`src/logic/spi_status_defs.svh`:
```
`ifndef SPI_STATUS_DEFS_SVH
`define SPI_STATUS_DEFS_SVH

// register byte offsets on the apb window
`define OFS_CONTROL 12'h000
`define OFS_STATUS 12'h004
`define OFS_DATA 12'h008
`define OFS_IRQ_STATUS 12'h00c
`define OFS_IRQ_MASK 12'h010

// control register fields
`define CTL_ON 15
`define CTL_ENH 0
`define CTL_FRM 1

// serial_port_status fields
`define ST_RX_CNT_HI 28
`define ST_RX_CNT_LO 24
`define ST_TX_CNT_HI 20
`define ST_TX_CNT_LO 16
`define ST_FRAME_ERR 12
`define ST_ACTIVE 11
`define ST_TX_UNDERRUN 8
`define ST_SHIFTER_EMPTY 7
`define ST_RX_OVERFLOW 6
`define ST_RX_EMPTY 5
`define ST_TX_EMPTY 3
`define ST_TX_FULL 1
`define ST_RX_FULL 0

// interrupt status and mask fields
`define IRQ_RX_WORD 0
`define IRQ_RX_OVERFLOW 1
`define IRQ_TX_UNDERRUN 2
`define IRQ_FRAME_ERR 3
`define IRQ_BITS 4

// buffer geometry: enhanced mode holds 16 words, legacy mode one
`define FIFO_DEPTH 16
`define PTR_W 5
`define WORD_W 8
`define CAP_ENH 5'h10
`define CAP_LEGACY 5'h01
`define LAST_BIT 3'h7

// synchroniser width: sck, sdi, select
`define SYNC_W 3

`endif

```
`src/logic/spi_status_pkg.sv`:
```
package spi_status_pkg;
`include "spi_status_defs.svh"

  // whole state of the serial unit, registered in one place
  typedef struct packed {
    logic on;                                  // module on
    logic enh;                                 // enhanced_buffer_select
    logic frm;                                 // framed_mode_select
    logic [`FIFO_DEPTH-1:0][`WORD_W-1:0] rxm;  // receive storage
    logic [`PTR_W-1:0] rx_wp;                  // fifo_write_pointer
    logic [`PTR_W-1:0] rx_rp;                  // fifo_read_pointer
    logic [`FIFO_DEPTH-1:0][`WORD_W-1:0] txm;  // transmit storage
    logic [`PTR_W-1:0] tx_wp;
    logic [`PTR_W-1:0] tx_rp;
    logic [`WORD_W-1:0] rx_sh;                 // receive shifter
    logic [`WORD_W-1:0] tx_sh;                 // transmit shifter
    logic [2:0] bitcnt;                        // bits of current word
    logic sh_full;                             // tx shifter loaded
    logic sck_prev;                            // last synced sck
    logic rov;                                 // rx_overflow_flag
    logic tur;                                 // tx_underrun_flag
    logic ferr;                                // frame_error_flag
    logic [`IRQ_BITS-1:0] ist;                 // sticky events
    logic [`IRQ_BITS-1:0] imask;               // event enables
    logic [31:0] prdata;
    logic pready;
    logic pslverr;
    logic irq;
    logic sdo;
  } state_t;

endpackage

```
`src/logic/spi_status_flags.sv`:
```
// Function
// - receive element count at bits 28..24, enhanced mode only; reads zero in legacy mode
// - transmit element count at bits 20..16, enhanced mode only; reads zero in legacy mode
// - frame error flag set on framing error
// - activity flag high while transaction runs
// - underrun flag set when a framed sync finds the transmit shifter empty
// - underrun cleared by off-on or write zero
// - bit 7 shows shift register empty
// - overflow flag set, new word discarded
// - overflow set by hardware, cleared like underrun
// - rx empty when read equals write pointer
// - unimplemented status bits read zero
//
// Added by the designer: the register addresses and register access over APB.
`timescale 1ns/1ps
module spi_status_flags
  import spi_status_pkg::*;
(
  input wire logic i_clk,
  input wire logic i_rstn,
  // apb slave
  input wire logic i_psel,
  input wire logic i_penable,
  input wire logic i_pwrite,
  input wire logic [11:0] i_paddr,
  input wire logic [31:0] i_pwdata,
  output logic [31:0] o_prdata,
  output logic o_pready,
  output logic o_pslverr,
  // serial link, slave side
  input wire logic i_sck,
  input wire logic i_sdi,
  input wire logic i_sel_n,
  output logic o_sdo,
  // interrupt
  output logic o_irq
);

  // occupied elements between two pointers
  function automatic logic [`PTR_W-1:0] fill(
    input logic [`PTR_W-1:0] wp,
    input logic [`PTR_W-1:0] rp
  );
    fill = wp - rp;
  endfunction

  // decode used by the setup phase to flag unmapped addresses
  function automatic logic mapped(input logic [11:0] a);
    mapped = (a == `OFS_CONTROL) || (a == `OFS_STATUS) ||
             (a == `OFS_DATA) || (a == `OFS_IRQ_STATUS) ||
             (a == `OFS_IRQ_MASK);
  endfunction

  state_t q;
  state_t d;
  logic [`SYNC_W-1:0] pins_s;  // synced sck, sdi, select
  logic sck_s;
  logic sdi_s;
  logic sel_n_s;

  // pins come from the partner's clock domain; select enters inverted
  // so the cleared synchroniser reads as deselected, not as a false select
  link_sync #(
    .W(`SYNC_W)
  ) u_sync (
    .i_clk(i_clk),
    .i_rstn(i_rstn),
    .i_async({i_sck, i_sdi, ~i_sel_n}),
    .o_sync(pins_s)
  );

  assign sck_s = pins_s[2];
  assign sdi_s = pins_s[1];
  assign sel_n_s = !pins_s[0];

  // working values of the combinational step
  logic [`PTR_W-1:0] cap;       // words each buffer may hold
  logic [`PTR_W-1:0] rx_cnt;
  logic [`PTR_W-1:0] tx_cnt;
  logic rise;                   // sck rising, sample sdi
  logic fall;                   // sck falling, move sdo
  logic setup;                  // apb setup cycle
  logic access;                 // apb completing edge
  logic word_start;             // first bit of a word
  logic word_done;              // eighth bit sampled
  logic active;
  logic [31:0] status;
  logic [`WORD_W-1:0] rx_word;

  always_comb begin
    d = q;
    cap = q.enh ? `CAP_ENH : `CAP_LEGACY;
    rx_cnt = fill(q.rx_wp, q.rx_rp);
    tx_cnt = fill(q.tx_wp, q.tx_rp);
    rise = sck_s && !q.sck_prev;
    fall = !sck_s && q.sck_prev;
    setup = i_psel && !i_penable;
    access = i_psel && i_penable && q.pready;
    d.sck_prev = sck_s;
    word_start = 1'b0;
    word_done = 1'b0;
    rx_word = {q.rx_sh[`WORD_W-2:0], sdi_s};

    // a word is in flight, or in unframed mode the partner holds the select; off is idle
    active = q.on && ((q.bitcnt != 3'h0) || (!q.frm && !sel_n_s));

    // status image; every bit not assigned stays zero
    status = '0;
    if (q.enh) begin
      status[`ST_RX_CNT_HI:`ST_RX_CNT_LO] = rx_cnt;
      status[`ST_TX_CNT_HI:`ST_TX_CNT_LO] = tx_cnt;
    end
    status[`ST_FRAME_ERR] = q.ferr;
    status[`ST_ACTIVE] = active;
    status[`ST_TX_UNDERRUN] = q.tur;
    status[`ST_SHIFTER_EMPTY] = !q.sh_full;
    status[`ST_RX_OVERFLOW] = q.rov;
    status[`ST_RX_EMPTY] = (q.rx_rp == q.rx_wp);
    status[`ST_TX_EMPTY] = (tx_cnt == '0);
    status[`ST_TX_FULL] = (tx_cnt == cap);
    status[`ST_RX_FULL] = (rx_cnt == cap);

    // apb setup: answer is prepared so pready rises one edge later
    if (setup) begin
      d.pready = 1'b1;
      d.pslverr = !mapped(i_paddr);
      d.prdata = '0;
      if (!i_pwrite) begin
        unique case (i_paddr)
          `OFS_CONTROL: begin
            d.prdata[`CTL_ON] = q.on;
            d.prdata[`CTL_ENH] = q.enh;
            d.prdata[`CTL_FRM] = q.frm;
          end
          `OFS_STATUS: begin
            d.prdata = status;
          end
          `OFS_DATA: begin
            // reading pops; an empty buffer returns zero
            if (rx_cnt != '0) begin
              d.prdata[`WORD_W-1:0] = q.rxm[q.rx_rp[3:0]];
              d.rx_rp = q.rx_rp + 5'h01;
            end
          end
          `OFS_IRQ_STATUS: begin
            d.prdata[`IRQ_BITS-1:0] = q.ist;
          end
          `OFS_IRQ_MASK: begin
            d.prdata[`IRQ_BITS-1:0] = q.imask;
          end
          default: begin
            d.prdata = '0;
          end
        endcase
      end
    end

    // apb access: writes land only on the completing edge
    if (access) begin
      d.pready = 1'b0;
      d.pslverr = 1'b0;
      if (i_pwrite) begin
        unique case (i_paddr)
          `OFS_CONTROL: begin
            d.on = i_pwdata[`CTL_ON];
            d.enh = i_pwdata[`CTL_ENH];
            d.frm = i_pwdata[`CTL_FRM];
          end
          `OFS_STATUS: begin
            // writing a zero clears; writing a one leaves the flag
            if (!i_pwdata[`ST_TX_UNDERRUN]) begin
              d.tur = 1'b0;
            end
            if (!i_pwdata[`ST_RX_OVERFLOW]) begin
              d.rov = 1'b0;
            end
            if (!i_pwdata[`ST_FRAME_ERR]) begin
              d.ferr = 1'b0;
            end
          end
          `OFS_DATA: begin
            // a write into a full buffer is dropped
            if (tx_cnt != cap) begin
              d.txm[q.tx_wp[3:0]] = i_pwdata[`WORD_W-1:0];
              d.tx_wp = q.tx_wp + 5'h01;
            end
          end
          `OFS_IRQ_STATUS: begin
            d.ist = q.ist & ~i_pwdata[`IRQ_BITS-1:0];
          end
          `OFS_IRQ_MASK: begin
            d.imask = i_pwdata[`IRQ_BITS-1:0];
          end
          default: begin
            d.ist = d.ist;
          end
        endcase
      end
    end

    // link: mode 0 slave, msb first, sample on rise, shift on fall
    if (q.on) begin
      if (!q.frm && sel_n_s) begin
        // deselect abandons any partial word
        d.bitcnt = 3'h0;
      end else if (rise) begin
        if (q.frm && !sel_n_s) begin
          // sync pulse mid-word means the frame is broken
          if (q.bitcnt != 3'h0) begin
            d.ferr = 1'b1;
            d.ist[`IRQ_FRAME_ERR] = 1'b1;
          end
          word_start = 1'b1;
        end else if (!q.frm && q.bitcnt == 3'h0) begin
          word_start = 1'b1;
        end
        if (word_start || q.bitcnt != 3'h0) begin
          d.rx_sh = rx_word;
          d.bitcnt = word_start ? 3'h1 : q.bitcnt + 3'h1;
          word_done = !word_start && (q.bitcnt == `LAST_BIT);
        end
        // framed sync found no word waiting in the shifter
        if (word_start && q.frm && !q.sh_full) begin
          d.tur = 1'b1;
          d.ist[`IRQ_TX_UNDERRUN] = 1'b1;
        end
      end else if (fall && q.bitcnt != 3'h0) begin
        d.tx_sh = {q.tx_sh[`WORD_W-2:0], 1'b0};
      end

      if (word_done) begin
        // the unread word is kept and the new one thrown away
        if (fill(q.rx_wp, d.rx_rp) == cap) begin
          d.rov = 1'b1;
          d.ist[`IRQ_RX_OVERFLOW] = 1'b1;
        end else begin
          d.rxm[q.rx_wp[3:0]] = rx_word;
          d.rx_wp = q.rx_wp + 5'h01;
          d.ist[`IRQ_RX_WORD] = 1'b1;
        end
        d.sh_full = 1'b0;
        d.tx_sh = '0;
      end

      // refill the shifter between words so sdo is set up early
      if (!d.sh_full && d.bitcnt == 3'h0 &&
          fill(d.tx_wp, q.tx_rp) != '0) begin
        d.tx_sh = d.txm[q.tx_rp[3:0]];
        d.tx_rp = q.tx_rp + 5'h01;
        d.sh_full = 1'b1;
      end
    end else begin
      // module off: buffers, link and error flags return to rest
      d.rx_wp = '0;
      d.rx_rp = '0;
      d.tx_wp = '0;
      d.tx_rp = '0;
      d.bitcnt = 3'h0;
      d.sh_full = 1'b0;
      d.tx_sh = '0;
      d.rov = 1'b0;
      d.tur = 1'b0;
      d.ferr = 1'b0;
    end

    // outputs are registered copies of the next state
    d.sdo = d.tx_sh[`WORD_W-1];
    d.irq = |(d.ist & d.imask);
  end

  // single register bank; reset loads constants only
  always_ff @(posedge i_clk or negedge i_rstn) begin
    if (!i_rstn) begin
      q <= '0;
    end else begin
      q <= d;
    end
  end

  assign o_prdata = q.prdata;
  assign o_pready = q.pready;
  assign o_pslverr = q.pslverr;
  assign o_sdo = q.sdo;
  assign o_irq = q.irq;

endmodule

```
`src/logic/link_sync.sv`:
```
`timescale 1ns/1ps
// two-stage synchroniser for the asynchronous link pins
module link_sync #(
  parameter int W = 1
) (
  input wire logic i_clk,
  input wire logic i_rstn,
  input wire logic [W-1:0] i_async,
  output logic [W-1:0] o_sync
);

  typedef struct packed {
    logic [W-1:0] meta;  // first stage, read only by the second
    logic [W-1:0] sync;  // second stage, safe to use
  } sync_state_t;

  sync_state_t q;
  sync_state_t d;

  // next state: plain shift through both stages
  always_comb begin
    d.meta = i_async;
    d.sync = q.meta;
  end

  // registers: constants only under reset
  always_ff @(posedge i_clk or negedge i_rstn) begin
    if (!i_rstn) begin
      q <= '0;
    end else begin
      q <= d;
    end
  end

  assign o_sync = q.sync;

endmodule

```
`config.mk`:
```
export PLATFORM = sky130hd
export DESIGN_NAME = spi_status_flags
export DESIGN_NICKNAME = d
export VERILOG_FILES = /design/src/logic/spi_status_pkg.sv /design/src/logic/spi_status_flags.sv /design/src/logic/link_sync.sv
export VERILOG_INCLUDE_DIRS = /design/src /design/src/logic
export SDC_FILE = /design/constraint.sdc
export NUM_CORES = 1
export LEC_CHECK = 0
export ABC_CLOCK_PERIOD_IN_PS = 7160
export BUFFER_PORTS_ARGS = -buffer_cell sky130_fd_sc_hd__buf_2
export CORE_ASPECT_RATIO = 0.9
export CORE_MARGIN = 4
export CORE_UTILIZATION = 55
export CTS_BUF_LIST = sky130_fd_sc_hd__clkbuf_4
export CTS_CLUSTER_SIZE = 20
export DETAILED_ROUTE_END_ITERATION = 6
export GPL_TIMING_DRIVEN = 0
export HOLD_SLACK_MARGIN = 0.02
export PLACE_DENSITY = 0.73
export SYNTH_ARGS = -nofsm -noshare
export SYNTH_HDL_FRONTEND = slang
export SYNTH_HIERARCHICAL = 1
export SYNTH_SLANG_ARGS = --single-unit
export TNS_END_PERCENT = 100
```
`constraint.sdc`:
```
create_clock -name i_clk -period 7.16 [get_ports i_clk]
set_clock_uncertainty 0.15 [all_clocks]
set_input_delay 1.074 -clock i_clk [delete_from_list [all_inputs] [get_ports i_clk]]
set_output_delay 1.074 -clock i_clk [all_outputs]
set_load 0.02 [all_outputs]
```
==> impl_metrics.toml <==
[logic_synthesis]
synth.distinct_cells = 76
synth_edf_count = 0
synth-seq-cells = 341
syn_area_mm2 = 0.0179
yosys_warnings = 6
yosys_most_used_dff = "dfrtp_1"
syn_inst = 1579
syn_avg_cell_area_um2 = 11.3
async_reset_ff_frac = 1.00
ys_seq_area_frac = 0.476

[floorplanning]
core_area_mm2 = 0.0320
die_h_um = 179
rows = 62
io_pins = 88
start_util = 0.559
die_x_um = 198
dieArea_mm2 = 0.0355

[routing]
wl_per_cell_um = 23.3
ant_nets = 0
drt_wl_total_um = 51400
vias = 14000
drc = 0
drt_iter0_markers = 1441
vias_per_cell = 6.32
first_pass_iters = 6

[cells_and_area]
design_area_mm2 = 0.0200
final_cell_mix = "341 x dfrtp_1, 192 x mux2_2, 128 x nand2_1"
finalCoreUtilization = 0.623
synthToLayoutAreaGrowth_pct = 11.4
finalNetCount = 1827
drive_gt1_frac = 0.283
mostFrequentLayoutCell = "dfrtp_1"

[worst_setup_path]
crit_path_max_fanout = 12
arrival_ns = 7.24
cpPeakStageDelay_ns = 0.53
crit_slowest_cell = "clkbuf_1"
cp-start-kind = "register"
cp_cell_sequence = "inv_1, clkbuf_1, clkbuf_2, fa_1, a21o_1, a21oi_1, xnor2_1, ha_1, nor2_1, and3_1, o21a_1, clkbuf_1, nor2_1, o21ai_0, ha_1, nor2b_1, o211a_1, nor3_1, a211oi_1, o311a_1, buf_2, nor3_2, a22oi_1, o31ai_1"
crit_type = "reg2reg"
end_kind = "register"
crit_required_ns = 7.66

[clock_network]
clk_path_buf_depth = 3
path_clk_slew_ns = 0.07
cts.htree.levels = 3
cts_hold_buffers = 0
cts_buffers = 86
cts.sinks = 341
cts_tree = "done"
clockRootBuffer = "clkbuf_4"
clock_latency_ns = 0.76

[sta]
slew_headroom = 0.0355
hold_violations = 0
rsz0062_at_grt = "no"
setup_viol = 0
period_minus_slack_ns = 6.74
fmax_mhz = 148
tns_ns = 0
maxSlewViolCount = 0
fin_crit_sh = 0.942
tightest_slew_ns = 1.44

[outcome]
status = "finished clean"

[hold_path]
hold_class = "in2async"

[flow_run]
cap_viol_max_count = 0

[power]
max-vdd-ir-drop_mv = 0.113
powerDensity_mw_per_mm2 = 183
leakagePower_nw = 9.56
total_power_w = 0.00365

[global_route]
grt_first_pass_wirelength_um = 80200
antenna_found_initial = 1
grt-ovfl-total = 0
grt_pass1_vias = 14100
grt.total_usage = 0.292
grt_max_degree = 99

[placement]
port-buffer-count = 54
dpl.hpwl_um = 36200
gp_congestion = 0.970
dpl_cell_area_mm2 = 0.0188
[power by group]
| part | internal [W] | total (W) | switching (W) | leakage (nW) |
|---|---|---|---|---|
| Combinational | 0.0000240 | 0.000114 | 0.0000903 | 4.25 |
| Clock | 0.000798 | 0.00161 | 0.000808 | 0.614 |
| Sequential | 0.00193 | 0.00193 | 0.00000285 | 4.69 |
| Total | 0.00275 | 0.00365 | 0.000901 | 9.56 |
[synthesized netlist by cell type (all sizes together) (16+ instances only)]
cell type | count | area, um^2
dfrtp | 341 | 8530
mux2 | 192 | 2160
nand2 | 128 | 480
clkbuf | 92 | 345
o21ai | 86 | 430
buf | 56 | 350
nor2 | 52 | 195
nor3 | 52 | 383
inv | 41 | 154
mux4 | 40 | 901
a211oi | 33 | 248
ha | 33 | 413
a21oi | 31 | 155
nand3 | 30 | 150
nand4 | 30 | 188
a21o | 26 | 195
nor4 | 24 | 240
and3 | 22 | 138
xnor2 | 16 | 140
[metrics by stage]
step | worst slack (ns) | std cells | hold slack [ns]
floorplan | 1.20 | 1588 | 0.181
global placement | -1.60 | 2058 | 0.183
detailed placement | -0.299 | 2061 | 0.188
CTS | 0.00196 | 2206 | 0.171
global route | 0.0692 | 2211 | 0.187
finish | 0.418 | 2211 | 0.153
[timing repair]
item	in CTS	in global routing
gates resized for setup	1	4
pin swaps	3	6
setup endpoints to repair	119	145
setup buffers	2	6
[area by class of cell]
type,instances,area [um^2]
Antenna cell,1,2.50
Buffer,146,693
Clock buffer,125,938
Clock inverter,18,91.3
Fill cell,2611,12100
Inverter,44,165
Multi-Input combinational cell,1055,8560
Sequential cell,341,8530
Tap cell,416,520
Timing Repair Buffer,65,460
[flip-flops by register name, indices dropped and copies added (netlist names)]
signal,flops
u_sync/d,3
o_irq,1
u_sync/o_sync,3
o_pready,1
o_prdata,22
q,309
o_sdo,1
o_pslverr,1
[metal layers]
metal,vias up,global-route usage,part of all wire
met5,-,0,0
met1,7003,0.423,0.43
met3,112,0.0885,0.10
li1,6180,-,-
met4,0,0.0863,0.027
met2,676,0.429,0.44
[cells by family (layout without fill, tap and decap cells)]
logic type	Yosys count	in the layout	share of synthesized area
AOI/OAI and AO/OA	320	320	0.128
xor gates and xnor gates	26	26	0.0127
adders and majority gates	36	36	0.0264
buffers and inverters	192	398	0.0480
DFF	341	341	0.476
muxes	247	247	0.179
other	1	11	0.000209
and+or+nand+nor	416	416	0.129
[worst max-delay path: cells and delay by family (launching register included)]
family,cells,cell delay [ns]
buffers and inverters,5,1.43
AO/OA/AOI/OAI,9,1.95
flip-flops,1,0.42
AND/OR/NAND/NOR,6,1.39
XOR/XNOR,1,0.18
adder cells (fa/ha/maj),3,1.10
[worst paths after layout]
kind                        startpoint          endpoint  slack [ns]  cells after the start
setup / recovery                 q[69]             q[54]        0.42                     24
hold / removal                  i_rstn       o_prdata[4]        0.15                      1
setup reg to reg                 q[69]             q[54]        0.42                     24
hold reg to reg            u_sync/d[1]  u_sync/o_sync[1]        0.19                      0
max in group asynchronous       i_rstn            q[129]        5.38                      3
min in group i_clk         u_sync/d[1]  u_sync/o_sync[1]        0.19                      0
(Power assumes the default switching activity.)
